===== src/inc/tsz_pkg.sv =====
// Operation
// - Select 00/01/11 gives controller 1/2/3
// - Select 10 defers to data-link source field
// - Only controller 1 drives framing data link
// - Twenty-four control registers, timeslot 0 first
// - Suppression 00 sends octet unchanged
// - Suppression 01 stuffs bit 7 on zero
// - Alternate mode stuffs bit 8, signaling bit 7
// - Data-service mode sends 0x98 in place of a zero octet
package tsz_pkg;

  // ****************************************************************
  // Register map: register indexes, byte address is four times these
  // ****************************************************************
  localparam logic [11:0] CTRL_IDX   = 12'h300;  // Timeslot 0 control
  localparam logic [11:0] CTRL_LAST  = 12'h317;  // Timeslot 23 control
  localparam logic [11:0] DLSEL_IDX  = 12'h10A;  // Signaling and data-link select
  localparam logic [11:0] STATUS_IDX = 12'h318;  // Block status
  localparam int          TS_COUNT   = 24;

  // ****************************************************************
  // Reset values and field positions
  // ****************************************************************
  localparam logic [7:0] CTRL_RST  = 8'h80;
  localparam logic [7:0] DLSEL_RST = 8'h00;
  localparam int MSEL_LO  = 6;
  localparam int ZS_LO    = 4;
  localparam int DLSRC_LO = 2;
  localparam int ST_FULL  = 7;
  localparam int ST_OUTV  = 6;

  // ****************************************************************
  // Codes
  // ****************************************************************
  localparam logic [1:0] MSEL_C1  = 2'h0;
  localparam logic [1:0] MSEL_C2  = 2'h1;
  localparam logic [1:0] MSEL_DL  = 2'h2;
  localparam logic [1:0] MSEL_C3  = 2'h3;
  localparam logic [1:0] ZS_NONE  = 2'h0;
  localparam logic [1:0] ZS_B7    = 2'h1;
  localparam logic [1:0] ZS_ALT   = 2'h2;
  localparam logic [1:0] ZS_DDS   = 2'h3;
  localparam logic [1:0] SRC_PCM  = 2'h0;
  localparam logic [1:0] SRC_C1   = 2'h1;
  localparam logic [1:0] SRC_C2   = 2'h2;
  localparam logic [1:0] SRC_C3   = 2'h3;
  localparam logic [7:0] DDS_CODE = 8'h98;

  // ****************************************************************
  // Buffering
  // ****************************************************************
  localparam int FIFO_W     = 15;  // {source, timeslot, octet}
  localparam int FIFO_DEPTH = 16;

endpackage : tsz_pkg


===== src/inc/tsz_fifo_if.sv =====
`timescale 1ns/1ps
// Push and pop sides of the octet buffer
interface tsz_fifo_if #(
  parameter int W = 15
);
  logic         push_valid;
  logic         push_ready;
  logic [W-1:0] push_data;
  logic         pop_valid;
  logic         pop_ready;
  logic [W-1:0] pop_data;

  modport fifo (input push_valid, push_data, pop_ready,
                output push_ready, pop_valid, pop_data);
  modport user (output push_valid, push_data, pop_ready,
                input push_ready, pop_valid, pop_data);
endinterface : tsz_fifo_if


===== src/rtl/tsz_fifo.sv =====
`timescale 1ns/1ps
module tsz_fifo
  import tsz_pkg::*;
#(
  parameter int W     = FIFO_W,
  parameter int DEPTH = FIFO_DEPTH
) (
  input  wire logic   clock,
  input  wire logic   resetn,
  tsz_fifo_if.fifo    q
);
  localparam int AW = $clog2(DEPTH);

  logic [W-1:0]  mem [DEPTH];
  logic [AW-1:0] wr_ptr;
  logic [AW-1:0] rd_ptr;
  logic [AW:0]   count;
  logic [AW:0]   next_count;
  logic          push;
  logic          pop;

  // Handshakes use the registered flags so full and empty are honest
  assign push = q.push_valid && q.push_ready;
  assign pop  = q.pop_valid && q.pop_ready;
  assign next_count = count + (AW+1)'(push) - (AW+1)'(pop);
  assign q.pop_data = mem[rd_ptr];

  // Storage
  always_ff @(posedge clock) begin
    if (push) begin
      mem[wr_ptr] <= q.push_data;
    end
  end

  // Pointers, level and flags
  always_ff @(posedge clock or negedge resetn) begin
    if (!resetn) begin
      wr_ptr       <= '0;
      rd_ptr       <= '0;
      count        <= '0;
      q.push_ready <= 1'b0;
      q.pop_valid  <= 1'b0;
    end else begin
      if (push) begin
        wr_ptr <= (wr_ptr == AW'(DEPTH-1)) ? '0 : wr_ptr + 1'b1;
      end
      if (pop) begin
        rd_ptr <= (rd_ptr == AW'(DEPTH-1)) ? '0 : rd_ptr + 1'b1;
      end
      count        <= next_count;
      q.push_ready <= (next_count != (AW+1)'(DEPTH));  // Refuse when full
      q.pop_valid  <= (next_count != '0);
    end
  end

endmodule : tsz_fifo


===== src/rtl/tsz_timeslot_tx.sv =====
// The AHB-Lite register port was chosen for this implementation.
`timescale 1ns/1ps
module tsz_timeslot_tx
  import tsz_pkg::*;
(
  input  wire logic        clock,
  input  wire logic        resetn,
  // AHB-Lite slave
  input  wire logic        hsel,
  input  wire logic [31:0] haddr,
  input  wire logic [1:0]  htrans,
  input  wire logic        hwrite,
  input  wire logic [2:0]  hsize,
  input  wire logic [31:0] hwdata,
  input  wire logic        hready,
  output logic             hreadyout,
  output logic             hresp,
  output logic [31:0]      hrdata,
  // Octet stream in, one octet per timeslot
  input  wire logic        in_valid,
  output logic             in_ready,
  input  wire logic [4:0]  in_ts,
  input  wire logic        in_sig_frame,
  input  wire logic        in_sig_bit,
  input  wire logic [7:0]  in_pcm,
  input  wire logic [23:0] in_msg,
  // Octet stream out
  output logic             out_valid,
  input  wire logic        out_ready,
  output logic [7:0]       out_data,
  output logic [4:0]       out_ts,
  output logic [1:0]       out_src,
  // Framing data link bit
  input  wire logic        fdl_strobe,
  input  wire logic [2:0]  msg_fdl_bit,
  output logic             fdl_bit
);

  // ****************************************************************
  // Register bus
  // ****************************************************************
  logic [7:0]  ctrl_reg [TS_COUNT];
  logic [7:0]  dlsel_reg;
  logic [4:0]  last_ts;
  logic        wr_pend;
  logic [11:0] wr_idx;
  logic [11:0] ap_idx;
  logic        ap_hit;
  logic        ap_ctrl;
  logic [7:0]  rd_val;

  assign ap_hit  = hsel && hready && htrans[1];
  assign ap_idx  = haddr[13:2];
  assign ap_ctrl = (ap_idx >= CTRL_IDX) && (ap_idx <= CTRL_LAST) && (haddr[31:14] == '0);

  // Read value, forwarding a write still in its data phase
  always_comb begin
    rd_val = 8'h00;
    if (haddr[31:14] == '0) begin
      if (ap_ctrl) begin
        rd_val = ctrl_reg[5'(ap_idx - CTRL_IDX)];
      end else if (ap_idx == DLSEL_IDX) begin
        rd_val = dlsel_reg;
      end else if (ap_idx == STATUS_IDX) begin
        rd_val = {!in_ready, out_valid, 1'b0, last_ts};
      end
    end
    // Only mapped, writable places forward; an unmapped write still reads zero
    if (wr_pend && wr_idx == ap_idx
        && (ap_ctrl || (ap_idx == DLSEL_IDX && haddr[31:14] == '0))) begin
      rd_val = hwdata[7:0];  // Avoids a stale read right after a write
    end
  end

  // Zero wait states, always OKAY
  always_ff @(posedge clock or negedge resetn) begin
    if (!resetn) begin
      hreadyout <= 1'b0;
      hresp     <= 1'b0;
    end else begin
      hreadyout <= 1'b1;
      hresp     <= 1'b0;
    end
  end

  // Address phase capture; unmapped reads return zero
  always_ff @(posedge clock or negedge resetn) begin
    if (!resetn) begin
      wr_pend <= 1'b0;
      wr_idx  <= '0;
      hrdata  <= 32'h0000_0000;
    end else begin
      wr_pend <= ap_hit && hwrite && (haddr[31:14] == '0);
      wr_idx  <= ap_idx;
      if (ap_hit && !hwrite) begin
        hrdata <= {24'h00_0000, rd_val};
      end
    end
  end

  // One control register per timeslot, plus the data-link select
  always_ff @(posedge clock or negedge resetn) begin
    if (!resetn) begin
      for (int i = 0; i < TS_COUNT; i++) begin
        ctrl_reg[i] <= CTRL_RST;
      end
      dlsel_reg <= DLSEL_RST;
    end else if (wr_pend) begin
      if (wr_idx >= CTRL_IDX && wr_idx <= CTRL_LAST) begin
        ctrl_reg[5'(wr_idx - CTRL_IDX)] <= hwdata[7:0];
      end else if (wr_idx == DLSEL_IDX) begin
        dlsel_reg <= hwdata[7:0];
      end
    end
  end

  // ****************************************************************
  // Source selection and zero code suppression
  // ****************************************************************
  logic       ts_ok;
  logic [1:0] msel;
  logic [1:0] zsel;
  logic [1:0] src;
  logic [7:0] sel_oct;
  logic [7:0] sup_oct;
  logic       fire;

  assign ts_ok = (in_ts < 5'(TS_COUNT));
  assign fire  = in_valid && in_ready;

  // Looked up per octet, so a new setting acts on the next occurrence
  always_comb begin
    msel    = ts_ok ? ctrl_reg[in_ts][MSEL_LO+:2] : MSEL_DL;
    zsel    = ts_ok ? ctrl_reg[in_ts][ZS_LO+:2] : ZS_NONE;
    src     = SRC_PCM;
    sel_oct = in_pcm;
    case (msel)
      MSEL_C1: src = SRC_C1;
      MSEL_C2: src = SRC_C2;
      MSEL_C3: src = SRC_C3;
      MSEL_DL: src = ts_ok ? dlsel_reg[DLSRC_LO+:2] : SRC_PCM;
      default: src = SRC_PCM;
    endcase
    case (src)
      SRC_C1:  sel_oct = in_msg[7:0];
      SRC_C2:  sel_oct = in_msg[15:8];
      SRC_C3:  sel_oct = in_msg[23:16];
      default: sel_oct = in_pcm;
    endcase
    sup_oct = sel_oct;
    if (sel_oct == 8'h00) begin
      case (zsel)
        ZS_B7: sup_oct[1] = 1'b1;
        ZS_ALT: begin
          if (!in_sig_frame) begin
            sup_oct[0] = 1'b1;
          end else if (!in_sig_bit) begin
            sup_oct[1] = 1'b1;
          end
        end
        ZS_DDS: sup_oct = DDS_CODE;
        default: sup_oct = sel_oct;
      endcase
    end
  end

  // ****************************************************************
  // Buffer and output stage
  // ****************************************************************
  tsz_fifo_if #(.W(FIFO_W)) fq ();

  tsz_fifo #(
    .W     (FIFO_W),
    .DEPTH (FIFO_DEPTH)
  ) u_fifo (
    .clock  (clock),
    .resetn (resetn),
    .q      (fq)
  );

  // Back-pressure reaches the source through the buffer's full flag
  assign fq.push_valid = in_valid;
  assign fq.push_data  = {src, in_ts, sup_oct};
  assign fq.pop_ready  = !out_valid || out_ready;
  assign in_ready      = fq.push_ready;

  // Output register keeps every output on a flip-flop
  always_ff @(posedge clock or negedge resetn) begin
    if (!resetn) begin
      out_valid <= 1'b0;
      out_data  <= 8'h00;
      out_ts    <= 5'h00;
      out_src   <= SRC_PCM;
    end else if (fq.pop_ready) begin
      out_valid <= fq.pop_valid;
      if (fq.pop_valid) begin
        {out_src, out_ts, out_data} <= fq.pop_data;
      end
    end
  end

  // Status: last timeslot accepted
  always_ff @(posedge clock or negedge resetn) begin
    if (!resetn) begin
      last_ts <= 5'h00;
    end else if (fire) begin
      last_ts <= in_ts;
    end
  end

  // Framing data link bit: other controllers are never heard here
  always_ff @(posedge clock or negedge resetn) begin
    if (!resetn) begin
      fdl_bit <= 1'b0;
    end else if (fdl_strobe) begin
      fdl_bit <= msg_fdl_bit[0];
    end
  end

  // ****************************************************************
  // Checks
  // ****************************************************************
  a_sel_ctrl: assert property (@(posedge clock) disable iff (!resetn)
    fire && ts_ok && msel == MSEL_C2 |-> fq.push_data[14:13] == SRC_C2
      && (in_msg[15:8] != 8'h00 -> fq.push_data[7:0] == in_msg[15:8]))
    else $error("controller 2 select not honoured");

  a_dl_source: assert property (@(posedge clock) disable iff (!resetn)
    fire && ts_ok && msel == MSEL_DL |-> fq.push_data[14:13] == dlsel_reg[3:2])
    else $error("data-link source field ignored");

  a_fdl_owner: assert property (@(posedge clock) disable iff (!resetn)
    fdl_strobe |=> fdl_bit == $past(msg_fdl_bit[0]))
    else $error("framing bit not from controller 1");

  a_reg_write: assert property (@(posedge clock) disable iff (!resetn)
    wr_pend && wr_idx == CTRL_LAST |=> ctrl_reg[TS_COUNT-1] == $past(hwdata[7:0]))
    else $error("timeslot 23 register not written");

  a_no_suppress: assert property (@(posedge clock) disable iff (!resetn)
    fire && ts_ok && zsel == ZS_NONE |-> fq.push_data[7:0] == sel_oct)
    else $error("octet altered with suppression off");

  a_b7_zero: assert property (@(posedge clock) disable iff (!resetn)
    fire && ts_ok && zsel == ZS_B7 && sel_oct == 8'h00 |-> fq.push_data[7:0] == 8'h02)
    else $error("bit 7 stuffing wrong");

  a_alt_stuff: assert property (@(posedge clock) disable iff (!resetn)
    fire && ts_ok && zsel == ZS_ALT && sel_oct == 8'h00 |-> fq.push_data[7:0] ==
      (!in_sig_frame ? 8'h01 : (!in_sig_bit ? 8'h02 : 8'h00)))
    else $error("alternate stuffing wrong");

  a_dds_code: assert property (@(posedge clock) disable iff (!resetn)
    fire && ts_ok && ctrl_reg[in_ts][5:4] == 2'h3 && sel_oct == 8'h00
      |-> fq.push_data[7:0] == 8'h98)
    else $error("data-service code missing");

  a_mode_codes: assert property (@(posedge clock) disable iff (!resetn)
    fire && ts_ok && ctrl_reg[in_ts][5:4] == 2'h2 && sel_oct == 8'h00 && !in_sig_frame
      |-> fq.push_data[7:0] == 8'h01)
    else $error("mode code 10 not alternate stuffing");

  a_live_cfg: assert property (@(posedge clock) disable iff (!resetn)
    wr_pend && wr_idx >= CTRL_IDX && wr_idx <= CTRL_LAST
      ##1 fire && ts_ok && 12'(in_ts) + CTRL_IDX == $past(wr_idx)
      |-> msel == $past(hwdata[7:6]) && zsel == $past(hwdata[5:4]))
    else $error("new setting not used on next octet");

  a_sel_c1: assert property (@(posedge clock) disable iff (!resetn)
    fire && ts_ok && msel == MSEL_C1 |-> fq.push_data[14:13] == SRC_C1
      && (in_msg[7:0] != 8'h00 -> fq.push_data[7:0] == in_msg[7:0]))
    else $error("controller 1 select not honoured");

  a_sel_c3: assert property (@(posedge clock) disable iff (!resetn)
    fire && ts_ok && msel == MSEL_C3 |-> fq.push_data[14:13] == SRC_C3
      && (in_msg[23:16] != 8'h00 -> fq.push_data[7:0] == in_msg[23:16]))
    else $error("controller 3 select not honoured");

  a_dl_pcm: assert property (@(posedge clock) disable iff (!resetn)
    fire && ts_ok && msel == MSEL_DL && dlsel_reg[3:2] == SRC_PCM && zsel == ZS_NONE
      |-> fq.push_data[14:13] == SRC_PCM && fq.push_data[7:0] == in_pcm)
    else $error("data-link field 00 does not pass the octet");

  a_fdl_hold: assert property (@(posedge clock) disable iff (!resetn)
    !fdl_strobe |=> $stable(fdl_bit))
    else $error("framing bit moved without a strobe");

  a_reg_first: assert property (@(posedge clock) disable iff (!resetn)
    wr_pend && wr_idx == CTRL_IDX |=> ctrl_reg[0] == $past(hwdata[7:0]))
    else $error("timeslot 0 register not written");

  a_unmapped_rd: assert property (@(posedge clock) disable iff (!resetn)
    ap_hit && !hwrite && !ap_ctrl && ap_idx != DLSEL_IDX && ap_idx != STATUS_IDX
      |=> hrdata == 32'h0000_0000)
    else $error("unmapped read not zero");

  a_ts_range: assert property (@(posedge clock) disable iff (!resetn)
    fire && !ts_ok |-> fq.push_data[14:13] == SRC_PCM && fq.push_data[7:0] == in_pcm)
    else $error("timeslot beyond 23 altered");

  a_out_hold: assert property (@(posedge clock) disable iff (!resetn)
    out_valid && !out_ready |=> out_valid && $stable(out_data) && $stable(out_ts)
      && $stable(out_src))
    else $error("held octet changed before it was taken");

  a_b7_nonzero: assert property (@(posedge clock) disable iff (!resetn)
    fire && ts_ok && zsel == ZS_B7 && sel_oct != 8'h00 |-> fq.push_data[7:0] == sel_oct)
    else $error("bit 7 stuffing touched a nonzero octet");

  a_dds_nonzero: assert property (@(posedge clock) disable iff (!resetn)
    fire && ts_ok && zsel == ZS_DDS && sel_oct != 8'h00 |-> fq.push_data[7:0] == sel_oct)
    else $error("data-service code replaced a nonzero octet");

endmodule : tsz_timeslot_tx


===== config.mk =====
export PLATFORM = sky130hd
export DESIGN_NAME = tsz_timeslot_tx
export DESIGN_NICKNAME = d
export VERILOG_FILES = /design/src/inc/tsz_pkg.sv /design/src/inc/tsz_fifo_if.sv /design/src/rtl/tsz_fifo.sv /design/src/rtl/tsz_timeslot_tx.sv
export SDC_FILE = /design/constraint.sdc
export NUM_CORES = 1
export LEC_CHECK = 0
export ABC_AREA = 1
export BUFFER_PORTS_ARGS = -buffer_cell sky130_fd_sc_hd__buf_2
export CORE_MARGIN = 5
export CORE_UTILIZATION = 28
export CTS_BUF_LIST = sky130_fd_sc_hd__clkbuf_8
export CTS_CLUSTER_SIZE = 12
export DETAILED_ROUTE_END_ITERATION = 8
export HOLD_SLACK_MARGIN = 0.03
export SLEW_MARGIN = 25
export SYNTH_ARGS = -nofsm -noshare
export SYNTH_HDL_FRONTEND = slang
export SYNTH_SLANG_ARGS = --single-unit

===== constraint.sdc =====
create_clock -name clock -period 8.3 [get_ports clock]
set_input_delay 1.245 -clock clock [delete_from_list [all_inputs] [get_ports clock]]
set_output_delay 1.245 -clock clock [all_outputs]
set_load 0.05 [all_outputs]

==> metrics.yaml, run 1 <==
timing:
  hold_violations: 0
  setup_tns_ns: 0
  fin_crit_sh_pct: 55.28
  whs_ns: 0.4787
  fin_skew_ns: 0.02739
  max-slew-margin-rel_pct: 32.16
  tightest_slew_ns: 1.018
  period_needed_ns: 4.589
  fmax_mhz: 217.9
  rsz0062_at_grt: "false"
  slew_violations: 0
  setup-violations-final: 0
synth:
  seq_area_frac_synth_pct: 60.84
  syn-instance-count: 2319
  yosysTopAreaCell: "edfxtp_1"
  async_flop_share_pct: 51.90
  ys_warn_count: 0
  yosys-top-cells-area: "edfxtp_1, dfrtp_1, nand2_1, o21ai_0, nor2_1"
  syn_area_um2: 22550
  ys_ff_latch: 499
  synth_top_area_share_pct: 31.96
  syn_area_per_cell_um2: 9.723
  synth_edf_count: 240
  ys_types: 59
  synth_ff_type: "edfxtp_1"
place:
  dp_hpwl_um: 41220
  place_area_um2: 24040
  routabilityCongestion: 0.8275
  io_buffers: 113
floorplan:
  fp-row-count: 104
  die_area_um2: 86300
  die_w_um: 293.8
  core_um2: 80160
  start_util_pct: 28.13
  die_h_um: 293.8
  ios: 171
cts:
  cts_buffer_depth: 3
  cts_buffers: 82
  clk_pin_slew_ns: 0.06
  cts_resized: 0
  worstSkewPairLatency_ns: 0.68
  numClockSinks: 499
  cts_setup_buffers: 0
  h-tree-depth: 3
  root_buffer: "clkbuf_8"
  postCtsHoldBufs: 0
  cts_tree: "yes"
critical_path:
  critPathLaunchType: "input port"
  critPathMaxFanout: 43
  criticalPathCategory: "input port to flop"
  r2r-start: "ctrl_reg[183]"
  crit_required_ns: 8.55
  r2r-end: "u_fifo.mem[15][7]"
  arrival_ns: 4.84
  reg2reg_slack_ns: 4.80
  r2r_cells: 17
  endpoint_kind: "flop"
route:
  firstDrtPassIters: 6
  via_per_inst: 4.968
  wl_met3_um: 4994
  dr.first_iter.drc_count: 1832
  dr_wl_met2_um: 30900
  wl_met1_um: 29900
  drc_errors: 0
  wl_um: 67800
  routed_wire_length_per_instance_um: 19.17
  ant_nets: 0
  vias: 17570
  highest_layer: "met5"
pwr:
  p_sw_share_pct: 35.04
  irDropWorstVdd_uv: 173.5
  combPwrFrac_pct: 24.9
  seqPwrFrac_pct: 43.5
  clkPwrFrac_pct: 31.5
  intPower_w: 0.004413
  power.total_w: 0.006794
  leakage_nw: 10.72
  p_sw_w: 0.002380
  p_per_area_nw_per_um2: 264.6
min_path:
  min_from: "ctrl_reg[27]"
  worstHoldPathType: "flop to flop"
  min_to: "ctrl_reg[27]"
  hold_depth: 2
final_layout:
  layout.area.seq_um2: 13720
  largest_register_ffs: 240
  postLayoutCoreUtil_pct: 32.03
  multiInputGateArea_um2: 7814
  nFillCells: 8381
  nets: 2538
  layout_commonest_cell: "nand2_1"
  finish.instance_area_um2: 25680
  final_cell_mix: "nand2_1, o21ai_0, edfxtp_1, dfrtp_1, nor2_1"
  drive_gt1_share_pct: 12.92
  area_growth_pct: 13.88
global_route:
  grt_pass1_vias: 16720
  grt_first_pass_wirelength_um: 102800
  grt_usage_pct: 15.29
  grt_max_degree: 114
  gr-total-overflow: 0
  antenna_found_initial: 2
status:
  status: "completed"
flow_run:
  max-cap-violations: 0
[per-layer routing]
metal | global-route usage [%] | vias to the layer above
li1 | - | 8265
met2 | 23.76 | 586
met5 | 0 | -
met3 | 3.962 | 121
met4 | 5.171 | 2
met1 | 20.91 | 8597
[cells in the mapped netlist (3+ instances only)]
cell type,instances
nand2_2,3
clkbuf_1,117
nand2_1,531
nor3_1,6
o21ai_0,398
nand3_2,5
o211ai_1,11
or2_0,5
xor2_1,6
nand3b_1,4
xnor2_1,6
o21ai_1,7
a22oi_1,16
or2_2,6
a41oi_1,15
buf_2,15
a32o_1,3
clkinv_1,3
a221o_1,4
inv_1,77
nor2_2,3
nor4_1,4
nand3_1,120
dfstp_2,24
dfrtp_1,235
buf_4,27
nor2_1,224
edfxtp_1,240
ha_1,10
a31oi_1,4
o221ai_1,60
nand4_1,23
o22ai_1,44
o21a_1,4
a21oi_1,22
buf_6,7
[stage by stage]
step / setup slack, ns / std cells
3_5_place_dp: 3.100 / 3384
3_3_place_gp: 3.099 / 3384
5_1_grt: 3.467 / 3536
2_1_floorplan: 4.747 / 2343
4_1_cts: 3.814 / 3536
6_report: 3.711 / 3537
[worst max-delay path: stages]
cell and delay [ns]:
buf_2 0.08, buf_4 0.45, inv_2 0.41, nand3_1 0.21, nand2_1 0.13, nand2_1 0.11
nand3_1 0.09, nand3_1 0.15, nand3_2 0.21, nand2_2 0.52, inv_1 0.14, nor2_2 0.14
nand2_1 0.06, nand2_1 0.05, nand2_1 0.12, nand2_1 0.11, nor2_2 0.06, nand3_2 0.08
nand2_1 0.37
[area by class of cell]
type | count | area share, %
diodes | 1 | 0.009746
clock buffers | 95 | 5.092
clock inverters | 57 | 1.291
inverters | 83 | 1.228
multi-input cells | 1593 | 30.43
flip-flops and latches | 499 | 53.44
well taps | 1060 | 5.165
repair buffers | 149 | 3.343
[how the worst max path moves through the flow]
stage / from / to / slack, ns / cells after the start
floorplan: out_ready / u_fifo.q.pop_valid / 4.75 / 14
global placement: in_ts[1] / u_fifo.mem[11][7] / 3.10 / 18
detailed placement: in_ts[1] / u_fifo.mem[11][7] / 3.10 / 18
CTS: in_ts[1] / u_fifo.mem[15][7] / 3.81 / 18
global route: in_ts[1] / u_fifo.mem[14][4] / 3.47 / 18
finish: in_ts[1] / u_fifo.mem[15][7] / 3.71 / 19
[power groups by stage]
stage | Combinational (W) | Sequential (W) | Clock (W)
after floorplan | 0.00103 | 0.00310 | 0
after global placement | 0.00168 | 0.00300 | 0
after detailed placement | 0.00170 | 0.00300 | 0
after CTS | 0.00170 | 0.00296 | 0.00220
after global routing | 0.00187 | 0.00298 | 0.00232
final | 0.00169 | 0.00296 | 0.00214
[cells by family after synthesis]
family | count (synthesis) | synth area share, %
other | 2 | 0.03331
muxes | 1 | 0.04994
buffers and inverters | 251 | 4.956
xor gates and xnor gates | 12 | 0.4661
AOI/OAI and AO/OA | 598 | 15.43
and+or+nand+nor | 945 | 17.58
DFF | 499 | 60.84
adders and majority gates | 11 | 0.6437
Note: power is estimated with default switching activity, not from simulation.
==> inputs of run 2 (changes only) <==
- clock period: 8.3 -> 4.1 ns (I/O delays scaled with it)
==> run 2 against run 1 <==
Effect of this change: routed wire length up 2.2%; clock power increased by 110%; global-route usage increased by 0.36 points; worst hold slack lost 0.38 ns; clock skew shrank 0.0037 ns; sequential power grew 100%; non-clock buffer count is 33 higher; largest cell class unchanged; critical endpoint is now u_fifo.mem[5][4]; flip-flop and latch count stayed put; final cell count is 1.0% higher; first-iteration DRC count is 3.0% lower.
==> metrics.yaml, run 2 (synthesis gave the netlist of run 1 again) <==
status:
  status: "completed"  # unchanged
flow_run:
  max-cap-violations: 0  # unchanged
critical_path:
  endpoint_kind: "flop"  # unchanged
  crit_required_ns: 4.48  # was 8.55 ns
  arrival_ns: 3.53  # was 4.84 ns
  criticalPathCategory: "flop to flop"  # was input port to flop
  critPathMaxFanout: 16  # was 43
  r2r_cells: 18  # was 17
  critPathLaunchType: "flop"  # was input port
timing:
  max-slew-margin-rel_pct: 33.87  # was 32.16%
  period_needed_ns: 3.150
  rsz0062_at_grt: "false"  # unchanged
  tightest_slew_ns: 0.9859  # was 1.018 ns
  hold_violations: 0  # unchanged
  fmax_mhz: 317.4
  slew_violations: 0  # unchanged
  setup_tns_ns: 0  # unchanged
  fin_crit_sh_pct: 76.83
  setup-violations-final: 0  # unchanged
  fin_skew_ns: 0.02372  # was 0.02739 ns
cts:
  numClockSinks: 499  # unchanged
  h-tree-depth: 3  # unchanged
  clk_pin_slew_ns: 0.06  # about the same
  cts_buffers: 83  # was 82
  cts_buffer_depth: 3  # unchanged
  cts_tree: "yes"  # unchanged
  root_buffer: "clkbuf_8"  # unchanged
  cts_setup_buffers: 0  # unchanged
  worstSkewPairLatency_ns: 0.67  # was 0.68 ns
place:
  dp_hpwl_um: 43600  # was 41220 µm
  place_area_um2: 24350  # was 24040 µm²
  routabilityCongestion: 0.8721  # was 0.8275
  io_buffers: 113  # unchanged
final_layout:
  postLayoutCoreUtil_pct: 32.53  # was 32.03%
  area_growth_pct: 15.66  # was 13.88%
  finish.instance_area_um2: 26080  # was 25680 µm²
  final_cell_mix: "nand2_1, o21ai_0, edfxtp_1, dfrtp_1, nor2_1"  # unchanged
  nFillCells: 8307  # was 8381
  layout_commonest_cell: "nand2_1"  # unchanged
  largest_register_ffs: 240  # unchanged
  nets: 2572  # was 2538
  drive_gt1_share_pct: 14.29  # was 12.92%
  layout.area.seq_um2: 13720  # unchanged
  multiInputGateArea_um2: 7815  # was 7814 µm²
global_route:
  grt_usage_pct: 15.65  # was 15.29%
  gr-total-overflow: 0  # unchanged
  antenna_found_initial: 4  # was 2
  grt_first_pass_wirelength_um: 104900  # was 102800 µm
  grt_max_degree: 90  # was 114
  grt_pass1_vias: 16850  # was 16720
route:
  drc_errors: 0  # unchanged
  routed_wire_length_per_instance_um: 19.38  # was 19.17 µm
  ant_nets: 0  # unchanged
  wl_um: 69260  # was 67800 µm
  dr.first_iter.drc_count: 1777  # was 1832
  vias: 17760  # was 17570
  firstDrtPassIters: 6  # unchanged
  via_per_inst: 4.969  # was 4.968
min_path:
  hold_depth: 1  # was 2
  worstHoldPathType: "input port to flop"  # was flop to flop
floorplan:
  core_um2: 80160  # unchanged
  start_util_pct: 28.13  # unchanged
  die_w_um: 293.8  # unchanged
  die_h_um: 293.8  # unchanged
  ios: 171  # unchanged
  die_area_um2: 86300  # unchanged
  fp-row-count: 104  # unchanged
pwr:
  leakage_nw: 10.93  # was 10.72 nW
  power.total_w: 0.01401  # was 0.006794 W
  irDropWorstVdd_uv: 424.0  # was 173.5 µV
  p_per_area_nw_per_um2: 537.4  # was 264.6 nW/µm²
run 2: changes by cell type in the layout (fill, tap and decap cells not counted), moves of 4 or more:
cell	before	now
clkbuf_8	95	102
buf_12	1	7
inv_1	113	104
buf_4	35	61
clkinvlp_4	6	2
clkinv_1	5	10
run 2: final timing paths:
kind / startpoint / endpoint / slack [ns]
worst min register to register: ctrl_reg[26] / ctrl_reg[26] / 0.48
max in group asynchronous: resetn / ctrl_reg[119] / 2.63
worst max register to register: ctrl_reg[63] / u_fifo.mem[5][4] / 0.95
worst min-delay path: haddr[13] / wr_idx[11] / 0.1
min in group asynchronous: resetn / hreadyout / 0.48
worst max-delay path: ctrl_reg[63] / u_fifo.mem[5][4] / 0.95
run 2: layer usage:
layer | vias to the layer above | routed length (µm) | global-route usage [%]
li1 | 8342 | - | -
met1 | 8589 | 30840 | 21.83
met2 | 697 | 31320 | 24.69
met3 | 126 | 5132 | 3.275
met4 | 4 | 1950 | 4.700
met5 | - | 26 | 0
run 2: per-stage QoR:
| stage | setup slack (ns) | instances | hold WS (ns) |
|---|---|---|---|
| 3_3_place_gp | 0.4078 | 3416 | 0.4614 |
| 3_5_place_dp | 0.3568 | 3416 | 0.4683 |
| 6_report | 0.9498 | 3574 | 0.09604 |
| 2_1_floorplan | 1.162 | 2343 | 0.3194 |
| 4_1_cts | 0.9426 | 3572 | 0.04219 |
| 5_1_grt | 0.6409 | 3573 | 0.05228 |
run 2: power breakdown:
part / total (W) / internal [W] / switching (W)
registers: 0.00601 / 0.00575 / 0.000252
clock network: 0.00449 / 0.00240 / 0.00209
logic: 0.00352 / 0.000980 / 0.00254
total: 0.0140 / 0.00913 / 0.00488
run 2: timing repair:
item / CTS / global route
gates resized for setup: 0 / 0
hold buffers: 1 / 0
endpoints found under the hold margin: 26 / 0
run 2: area by class of cell:
cell class	count	share of cell area [%]
repair buffers	182	4.539
inverters	83	1.209
well taps	1060	5.086
diodes	2	0.01919
multi-input cells	1593	29.97
clock buffers	102	5.384
clock inverters	53	1.171
flip-flops and latches	499	52.62
run 2: worst max-delay path, cell delays in order (launching register included):
cell	delay, ns
dfstp_2	0.52
inv_1	0.05
o21ai_0	0.15
nand2_1	0.07
nand2_1	0.13
nand2_1	0.09
nand2_1	0.08
nand2_1	0.05
nand4_1	0.17
nand3_2	0.25
nand2_4	0.20
nor2_2	0.05
nand2_1	0.05
nand2_1	0.05
nand2_1	0.11
nand2_1	0.08
nor2_2	0.16
nand3_2	0.11
nand2_1	0.50
